===== src/shared/pbrgc_defs.vh =====
`ifndef PBRGC_DEFS_VH
`define PBRGC_DEFS_VH
// ----------------------------------------
// Register indexes (byte address = 4 * index)
// ----------------------------------------
`define PBRGC_IDX_RRG       4'h1
`define PBRGC_IDX_SRC       4'h5
`define PBRGC_IDX_STATUS    4'h8
// ----------------------------------------
// Field positions
// ----------------------------------------
`define PBRGC_RRG_LONG_BIT  7
`define PBRGC_RRG_ROOT_BIT  6
`define PBRGC_SRC_SHORT_BIT 1
// ----------------------------------------
// Reset values and constants
// ----------------------------------------
`define PBRGC_GAP_MAX       6'h3F
`define PBRGC_GAP_RESET     6'h3F
`define PBRGC_SRC_RESET     8'h00
`define PBRGC_RESET_CYCLES  16'h0010
`endif


===== src/hdl/pbrgc_gap_tracker.v =====
`timescale 1ns/1ps
`include "pbrgc_defs.vh"
// Gap count and root-holdoff holder with two-reset forcing
module pbrgc_gap_tracker
(
	// Clock and reset
	input  wire       sys_clk,
	input  wire       nrst,
	// Loads
	input  wire       regLoad,
	input  wire       pktLoad,
	input  wire [5:0] loadGap,
	input  wire       loadRoot,
	// Bus reset events
	input  wire       busResetStart,
	input  wire       busResetByLong,
	// State
	output reg  [5:0] gapCount_q,
	output reg        rootHoldoff_q,
	output reg        updatedSince_q
);
	// ----------------------------------------
	// Gap tracking
	// ----------------------------------------
	// The write that launches a long reset lands before that reset, so it
	// does not count as an update after it; a packet in the cycle a short reset starts does
	always @(posedge sys_clk or negedge nrst)
	begin
		if (!nrst)
		begin
			gapCount_q     <= `PBRGC_GAP_RESET;
			rootHoldoff_q  <= 1'b0;
			updatedSince_q <= 1'b0;
		end
		else if (busResetStart)
		begin
			if (regLoad || pktLoad)
			begin
				// Reset launched by the long bit keeps the just-written value
				gapCount_q    <= loadGap;
				rootHoldoff_q <= loadRoot;
			end
			else if (!updatedSince_q)
				gapCount_q <= `PBRGC_GAP_MAX;
			updatedSince_q <= pktLoad & ~busResetByLong;
		end
		else if (regLoad || pktLoad)
		begin
			gapCount_q     <= loadGap;
			rootHoldoff_q  <= loadRoot;
			updatedSince_q <= 1'b1;
		end
	end
endmodule // pbrgc_gap_tracker


===== src/hdl/pbrgc_top.v =====
// Our own choice: the APB interface to the registers.
`timescale 1ns/1ps
`include "pbrgc_defs.vh"
// Behaviour
// - Writing short-reset bit starts short bus reset
// - Register 1 write: long reset, holdoff, gap
// - Config packets sent or received load values
// - Two resets without update force gap 63
// - Long-bit reset keeps its written gap
// - Reference clock from 98.304 MHz crystal input
// - Clock output derived from reference clock
module pbrgc_top
#(
	parameter RESET_CYCLES = `PBRGC_RESET_CYCLES
)
(
	// Clock and reset
	input  wire        sys_clk,
	input  wire        nrst,
	// APB slave
	input  wire        psel,
	input  wire        penable,
	input  wire        pwrite,
	input  wire [31:0] paddr,
	input  wire [31:0] pwdata,
	output wire        pready,
	output reg  [31:0] prdata,
	output wire        pslverr,
	// PHY configuration packet events
	input  wire        cfgPktValid,
	input  wire [5:0]  cfgPktGap,
	input  wire        cfgPktRoot,
	// Reference clock
	input  wire        crystal_in,
	output wire        phyClkOut,
	// Bus reset status
	output reg         busResetActive_q,
	output reg         busResetShort_q,
	output wire        busResetStart
);
	// ----------------------------------------
	// Bus decode
	// ----------------------------------------
	// Registers sit one word apart; the index lies above the byte lanes
	wire       wrEn  = psel & penable & pwrite;
	wire [3:0] index = paddr[5:2];
	wire       aligned = (paddr[1:0] == 2'b00) && (paddr[31:6] == 26'h0);

	// Decode a register hit, used by both read and write paths
	function hit;
		input [3:0] idx;
		input [3:0] want;
		input       al;
		begin
			hit = al && (idx == want);
		end
	endfunction

	wire hitRrg = hit(index, `PBRGC_IDX_RRG, aligned);
	wire hitSrc = hit(index, `PBRGC_IDX_SRC, aligned);
	wire hitSts = hit(index, `PBRGC_IDX_STATUS, aligned);
	wire mapped = hitRrg | hitSrc | hitSts;

	// Zero-wait slave; unmapped addresses give an error
	assign pready  = 1'b1;
	assign pslverr = psel & penable & ~mapped;

	// ----------------------------------------
	// Request decode
	// ----------------------------------------
	// Any register-1 write is a load, with or without the long bit
	wire longReq  = wrEn & hitRrg & pwdata[`PBRGC_RRG_LONG_BIT];
	wire regLoad  = wrEn & hitRrg;
	wire shortReq = wrEn & hitSrc & pwdata[`PBRGC_SRC_SHORT_BIT];
	// A new request while one runs is folded into the running reset
	assign busResetStart = (longReq | shortReq) & ~busResetActive_q;

	// Other writable bits of the short-reset register are plain storage
	reg  [7:0] srcBits_q;
	reg  [7:0] srcBits_d;
	always @*
	begin
		srcBits_d = srcBits_q;
		if (wrEn && hitSrc)
			srcBits_d = pwdata[7:0] & ~(8'h01 << `PBRGC_SRC_SHORT_BIT);
	end

	// ----------------------------------------
	// Gap and holdoff
	// ----------------------------------------
	wire [5:0] gapCount;
	wire       rootHoldoff;
	wire       updatedSince;
	wire       pktLoad = cfgPktValid & ~regLoad;
	wire [5:0] loadGap  = regLoad ? pwdata[5:0] : cfgPktGap;
	wire       loadRoot = regLoad ? pwdata[`PBRGC_RRG_ROOT_BIT] : cfgPktRoot;

	pbrgc_gap_tracker uGap
	(
		.sys_clk        (sys_clk),
		.nrst           (nrst),
		.regLoad        (regLoad),
		.pktLoad        (pktLoad),
		.loadGap        (loadGap),
		.loadRoot       (loadRoot),
		.busResetStart  (busResetStart),
		.busResetByLong (longReq),
		.gapCount_q     (gapCount),
		.rootHoldoff_q  (rootHoldoff),
		.updatedSince_q (updatedSince)
	);

	// ----------------------------------------
	// Bus reset sequencer
	// ----------------------------------------
	// Two states suffice: a reset either runs or it does not
	localparam SEQ_IDLE = 1'b0;
	localparam SEQ_RUN  = 1'b1;

	reg [15:0] resetCnt_q;
	reg [15:0] resetCnt_d;
	reg        busResetActive_d;
	reg        busResetShort_d;

	// Next state; a request while running is folded in, never queued
	always @*
	begin
		busResetActive_d = busResetActive_q;
		busResetShort_d  = busResetShort_q;
		resetCnt_d       = resetCnt_q;
		case (busResetActive_q)
			SEQ_IDLE:
			begin
				if (busResetStart)
				begin
					busResetActive_d = SEQ_RUN;
					busResetShort_d  = shortReq & ~longReq;
					resetCnt_d       = RESET_CYCLES[15:0];
				end
			end
			SEQ_RUN:
			begin
				// One-shot: the sequence ends on its own
				if (resetCnt_q == 16'h0001)
					busResetActive_d = SEQ_IDLE;
				resetCnt_d = resetCnt_q - 16'h0001;
			end
			default:
			begin
				busResetActive_d = SEQ_IDLE;
				resetCnt_d       = 16'h0000;
			end
		endcase
	end

	// State registers; the short-reset storage bits share this reset
	always @(posedge sys_clk or negedge nrst)
	begin
		if (!nrst)
		begin
			busResetActive_q <= SEQ_IDLE;
			busResetShort_q  <= 1'b0;
			resetCnt_q       <= 16'h0000;
			srcBits_q        <= `PBRGC_SRC_RESET;
		end
		else
		begin
			busResetActive_q <= busResetActive_d;
			busResetShort_q  <= busResetShort_d;
			resetCnt_q       <= resetCnt_d;
			srcBits_q        <= srcBits_d;
		end
	end

	// ----------------------------------------
	// Read data
	// ----------------------------------------
	// Status word layout, read-only
	localparam STS_ACTIVE_BIT  = 0;
	localparam STS_SHORT_BIT   = 1;
	localparam STS_UPDATED_BIT = 2;

	// Captured in the setup cycle so it already stands in the access cycle
	wire       rdSetup = psel & ~penable & ~pwrite;
	reg [31:0] rdData_d;

	// Unmapped or misaligned reads return zero
	always @*
	begin
		rdData_d = 32'h0000_0000;
		if (hitRrg)
			rdData_d[7:0] = {1'b0, rootHoldoff, gapCount};
		else if (hitSrc)
			rdData_d[7:0] = srcBits_q;
		else if (hitSts)
		begin
			rdData_d[STS_ACTIVE_BIT]  = busResetActive_q;
			rdData_d[STS_SHORT_BIT]   = busResetShort_q;
			rdData_d[STS_UPDATED_BIT] = updatedSince;
		end
	end

	// Holding register, changed only by a read setup
	always @(posedge sys_clk or negedge nrst)
	begin
		if (!nrst)
			prdata <= 32'h0000_0000;
		else if (rdSetup)
			prdata <= rdData_d;
	end

	// ----------------------------------------
	// Clock output
	// ----------------------------------------
	// Analog PLL is outside this logic; reference passes straight out.
	// Frequency accuracy then rests on the oscillator alone, so the
	// board must keep its tolerance and ageing inside the ppm budget.
	assign phyClkOut = crystal_in;
endmodule // pbrgc_top


===== config.mk =====
export PLATFORM = sky130hd
export DESIGN_NAME = pbrgc_top
export DESIGN_NICKNAME = d
export VERILOG_FILES = /design/src/hdl/pbrgc_gap_tracker.v /design/src/hdl/pbrgc_top.v
export VERILOG_INCLUDE_DIRS = /design/src /design/src/shared
export SDC_FILE = /design/constraint.sdc
export NUM_CORES = 1
export LEC_CHECK = 0
export BUFFER_PORTS_ARGS = -buffer_cell sky130_fd_sc_hd__buf_2
export CAP_MARGIN = 20
export CORE_UTILIZATION = 40
export DETAILED_ROUTE_END_ITERATION = 16
export PLACE_DENSITY = 0.69
export SYNTH_ARGS = -nofsm -noshare
export SYNTH_HDL_FRONTEND = slang
export SYNTH_SLANG_ARGS = --single-unit

===== constraint.sdc =====
create_clock -name sys_clk -period 2.9 [get_ports sys_clk]
set_clock_uncertainty 0.15 [all_clocks]
set_input_delay 0.29 -clock sys_clk [delete_from_list [all_inputs] [get_ports sys_clk]]
set_output_delay 0.29 -clock sys_clk [all_outputs]
set_load 0.02 [all_outputs]

# Word-level counts from Yosys, hierarchy flattened
# Cells that the tools add are included.
dict set report word_totals {
  regBits 41
  out_inout_bits 38
}
dict set report classes {
  addsub 1
  n_eq_ne 6
  mux 17
  n_bitwise 22
  n_reduce_logical 11
}
# operator count
set op_table {}
lappend op_table {{16-bit one-hot mux with 2 select lines} 1}
lappend op_table {{6-bit two-way mux} 5}
lappend op_table {{26-bit zero test} 1}
lappend op_table {{16-bit by 1-bit == test with 1-bit output, second input constant} 1}
lappend op_table {{16-bit two-way mux} 1}
lappend op_table {{16-bit by 1-bit subtractor with 16-bit output, second input constant} 1}
lappend op_table {{1-bit bitwise AND} 13}
lappend op_table {{8-bit two-way mux} 1}
lappend op_table {{3-bit two-way mux} 2}
lappend op_table {{1-bit NOT} 6}
lappend op_table {{1-bit logical AND} 5}
lappend op_table {{1-bit two-way mux} 5}
lappend op_table {{5-bit two-way mux} 1}
lappend op_table {{4-bit by 1-bit == test with 1-bit output, second input constant} 1}
lappend op_table {{4-bit by 3-bit == test with 1-bit output, second input constant} 1}
lappend op_table {{4-bit == test, second input constant} 1}
lappend op_table {{2-bit != test, second input constant} 2}
lappend op_table {{2-bit AND reduction} 2}
lappend op_table {{1-bit bitwise OR} 3}
lappend op_table {{2-bit zero test} 1}
lappend op_table {{1-bit one-hot mux with 2 select lines} 1}
lappend op_table {{2-bit nonzero test} 1}
lappend op_table {{1-bit logical OR} 1}

# Depth between registers and ports, before layout
dict set report logic_depth {
  ltp_word 9
  mapped_depth 7
  ltp_nobuf 7
}

# Cells and area by module
# A second synthesis with hierarchy kept.
dict set report hier_totals {
  cells_unflattened 243
  area_unflattened_um2 2502.4
}
# mod instances cells_per_inst area_each_um2 seq_area_each_um2
set modules_own_cells {}
lappend modules_own_cells {pbrgc_top 1 209 2092.0 825.8}
lappend modules_own_cells {pbrgc_gap_tracker 1 34 410.4 207.7}

# Worst setup path after synthesis
# OpenSTA, ideal clock, no wires.
dict set report synth_timing {
  kind {reg2reg}
  startpoint {reg busResetActive_q}
  endpoint {reg resetCnt_q[13]}
  setup_time_ps 122
  t_arrival_ps 1944
  t_required_ps 2628
  slack_ps 684
  stages_incl_launch_ff 7
  synth_period_minus_slack_ps 2216
  cell_sequence {dfrtp_1 > buf_6 > or3b_4 > or4_4 > or3_1 > nand3b_1 > o21ai_1}
}
dict set report synth_via {
  elab_chain_len 3
}
# item line
set synth_rtl {}
lappend synth_rtl {{from (decl)} pbrgc_top.v:37} ;# output reg busResetActive_q,
lappend synth_rtl {{from (signal assigned)} pbrgc_top.v:168} ;# busResetActive_q <= busResetActive_d;
lappend synth_rtl {{1-bit NOT (no line)} -}
lappend synth_rtl {{1-bit bitwise AND} pbrgc_top.v:76} ;# assign busResetStart = (longReq | shortReq) & ~busResetActive_q;
lappend synth_rtl {{2-bit != test (no line)} -}
lappend synth_rtl {{to (signal assigned)} pbrgc_top.v:170} ;# resetCnt_q <= resetCnt_d;
lappend synth_rtl {{to (decl)} pbrgc_top.v:120} ;# reg [15:0] resetCnt_q;
# Parallel ways exist; a longest one is shown, timed or not.
# A chain may end at the register's enable or synchronous reset.

# Worst setup path after layout
dict set report layout_timing {
  startpoint {in paddr[21]}
  endpoint {out busResetStart}
}
dict set report layout_via {
  elab_chain_len 7
}
# item line
set layout_rtl {}
lappend layout_rtl {{from (decl)} pbrgc_top.v:24} ;# input wire [31:0] paddr,
lappend layout_rtl {{26-bit zero test *} pbrgc_top.v:47} ;# wire aligned = (paddr[1:0] == 2'b00) && (paddr[31:6] == 26'h0);
lappend layout_rtl {{1-bit logical AND *} pbrgc_top.v:47}
lappend layout_rtl {{1-bit logical AND} pbrgc_top.v:55} ;# hit = al && (idx == want);
lappend layout_rtl {{1-bit bitwise AND (on tied branches) (2 in a row)} {pbrgc_top.v:72, pbrgc_top.v:74}}
lappend layout_rtl {{1-bit bitwise OR *} pbrgc_top.v:76}
lappend layout_rtl {{1-bit bitwise AND *} pbrgc_top.v:76}
lappend layout_rtl {{to (decl)} pbrgc_top.v:39} ;# output wire busResetStart
# Every way passes the cells marked *; elsewhere a longest branch is shown, timed or not.

==> summary.txt <==
Critical path
  • Crit end category: output pin
  • Max FO, Critical Path: 7
  • Critical path class: input port to output pin
  • CP required: 2.46 ns
  • CP top delay family: simple AND/OR/NAND/NOR gates
  • CP startpoint kind: input port
  • Most used cell, CP: buf_2
  • CP max-delay cell: nor4b_4
  • Max incr delay on CP: between 0.4 and 0.5 ns
  • Worst path buffer plus inverter count: 3
  • Critical path arrival: 1.86 ns
  • Cells along the critical path: buf_2 -> nor4_1 -> nand4_2 -> buf_4 -> nor4b_4 -> buf_2

Synth
  • Register area share after synthesis: 44.41%
  • EDFF count, synth: 0
  • Post-synth cell types: 46
  • Synthesis-stage register bit count: 41
  • Ys async rst share: 100.0%
  • Synth warn: 0
  • Top_reg_cell synth: dfrtp_1
  • Syn Inst Count: 230
  • Mapped cell area: about 0.0023 mm2
  • Synth Area per Inst: 10.12 um2

Final layout
  • Number of diodes: 0
  • Post-Route Utilization: 49.50%
  • Layout cell share with drive strength beyond 1: a little over a third
  • Finished Layout Cells: 371
  • Layout area overhead: 17.85%
  • Final net count: around 380

Route
  • Routed Antenna Nets: 0
  • DRT Wirelength: 5065 um
  • Vias after detailed routing: between 1,500 and 2,000
  • Post-DR wirelength/cell: between 10 and 15 um
  • Residual DRC: 0
  • First-pass detailed-route iteration total: 4
  • DR vias/cell: 5.183
  • Initial DRC Count: 85

GRT
  • First-pass GRT wire length: 8286 um
  • Antenna violations before repair: 0
  • Vias in the first global route: 1,812
  • GRT Util Overall: 17.44%
  • Largest net degree at the start of global routing: 42
  • GRT Residual Overflow: 0

STA
  • RSZ-0062 raised after global routing: false
  • Final Hold Vio Count: 0
  • Slew Limit Fails: 0
  • Tcrit/Tclk final: roughly four fifths
  • Final worst setup slack: 0.6047 ns
  • Minimum clock period: 2.295 ns
  • Worst slew pin tran: 0.8948 ns
  • Worst hold margin: 0.05452 ns
  • Slew margin rel.: 40.35%
  • # setup viols final: 0
  • Setup tns final: 0 ns
  • Fmax: 0.4357 GHz

Outcome
  • Status: complete, no violations

Clock tree
  • H-tree levels: 2
  • Num CTS Buffers: 5
  • # resized after CTS: 0
  • # hold bufs at CTS: 1
  • Postcts setup bufs: 0
  • Clock root cell: clkbuf_8
  • Maximum root-to-sink buffer count: 2
  • CTS clock-pin slew for the worst setup and hold paths: around 0.080 ns
  • Clk_lat worst skew: 0.29 ns
  • Clock Sinks: 41
  • CTS tree: yes

Place
  • Placed cell count: 362
  • Port bufs: 64
  • DP Wirelength: about 3800 um
  • Dpl ws: 0.5230 ns
  • Final GP Congestion: around 0.79

Floorplan
  • Cell Rows: 27
  • Die footprint: 0.006127 mm2
  • I/O pin count: 116
  • Initial Util: 42.01%
  • Die Y-Extent: 78.28 um
  • Core Region: 0.005540 mm2
  • Die width: between 70 and 80 um

Pwr
  • P_leak: 1.274 nW
  • Power per Cell Area: 411.4 mW/mm2
  • Maximum VDD drop: 251.9 uV

Worst hold path
  • Worst hold path type: input port to flop

Run
  • MaxCap Viol Count: 0
## placed cells by master (no fill, tap or decap), types with 2 or more instances in the layout
cell and instances:
nand2_1 19, dfrtp_1 35, o22ai_1 8, conb_1 25, dfstp_2 6, nand3b_1 7, a21boi_0 2, ha_1 2
o41ai_1 3, or3_1 13, o21ai_0 18, nor4_1 11, a22o_1 4, nor2_1 10, buf_2 64, mux2_2 11
inv_1 5, mux2i_1 3, a21oi_1 5, nor3_1 5, nand2b_1 2, buf_4 5, o21ai_1 3, clkbuf_8 7
nand3_1 4
## routing by layer
layer	up-vias	part of all wire (%)	track usage [%]
met5	-	0	0
met3	6	5.5	2.791
li1	927	-	-
met2	83	46	28.86
met1	907	47	22.88
met4	0	1.7	6.667
## where the power goes
part           internal [mW]  switching [mW]  leakage (nW)
logic                 0.0446          0.0789         0.753
clock network          0.215           0.198        0.0542
registers              0.586         0.00578         0.466
## area by class of cell
cell class	count	area, um2
Fill cell	538	2798
Timing Repair Buffer	70	367.9
Clock inverter	1	5.005
Clock buffer	7	96.34
Inverter	5	18.77
Multi-Input combinational cell	175	1131
Sequential cell	41	1033
Tap cell	72	90.09
## cells by family (layout without fill, tap and decap cells)
| group | after synthesis | after routing | share of synthesized area (%) |
|---|---|---|---|
| AND/OR/NAND/NOR | 84 | 84 | 22.80 |
| AO/OA/AOI/OAI | 48 | 48 | 13.33 |
| flip-flops | 41 | 41 | 44.41 |
| buffers and inverters | 37 | 83 | 10.70 |
| multiplexers | 14 | 14 | 6.613 |
| adder cells (fa/ha/maj) | 2 | 2 | 1.075 |
| other | 2 | 25 | 0.3227 |
| XOR/XNOR | 2 | 2 | 0.7528 |
## metrics by stage
step | total power [mW] | cell area (um2)
floorplan | 0.6906 | 2414
global placement | 0.7224 | 2631
detailed placement | 0.7246 | 2631
CTS | 1.140 | 2743
global route | 1.181 | 2743
finish | 1.128 | 2743
## registers in the layout, summed over array words and instances, names as in the netlist
name / count
uGap.updatedSince_q: 1
busResetShort_q: 1
uGap.rootHoldoff_q: 1
srcBits_q: 7
prdata: 8
busResetActive_q: 1
uGap.gapCount_q: 6
resetCnt_q: 16
## path summary, 6_finish.rpt
kind / slack (ns) / to / cells after the start / start
max reg2reg: 0.61 / resetCnt_q[13]$_DFFE_PN0P_ / 5 / busResetActive_q$_DFF_PN0_
max: 0.60 / busResetStart / 6 / paddr[21]
min: 0.05 / uGap.gapCount_q[4]$_DFFE_PN1P_ / 3 / pwdata[4]
max in group asynchronous: 1.52 / busResetShort_q$_DFFE_PN0P_ / 2 / nrst
min in group asynchronous: 0.53 / prdata[5]$_DFFE_PN0P_ / 2 / nrst
min reg2reg: 0.33 / prdata[1]$_DFFE_PN0P_ / 2 / prdata[1]$_DFFE_PN0P_
## worst register-to-register path, stage by stage (launching register included)
cell and delay, ns:
dfrtp_1 0.55, or3b_4 0.46, or4_4 0.52, or3_1 0.35, nand3b_1 0.09, o21ai_1 0.07
## cells in the mapped netlist, drive strengths merged, types with 2 or more instances
master	number	area share [%]
nor2	10	1.6
ha	2	1.1
o22ai	8	2.2
buf	31	9.7
a21boi	2	0.64
conb	2	0.32
nor4	13	4.4
dfrtp	35	38
nand3b	7	2.3
nor3	6	1.8
nand2	19	3.1
nor4b	2	1.4
inv	5	0.81
dfstp	6	6.8
o41ai	4	1.8
nand3	4	0.86
a22o	4	1.5
nand2b	2	0.54
o21ai	21	4.5
mux2	11	5.3
mux2i	3	1.3
or3	13	3.5
or3b	2	0.86
a21oi	5	1.1
(Power assumes the default switching activity.)
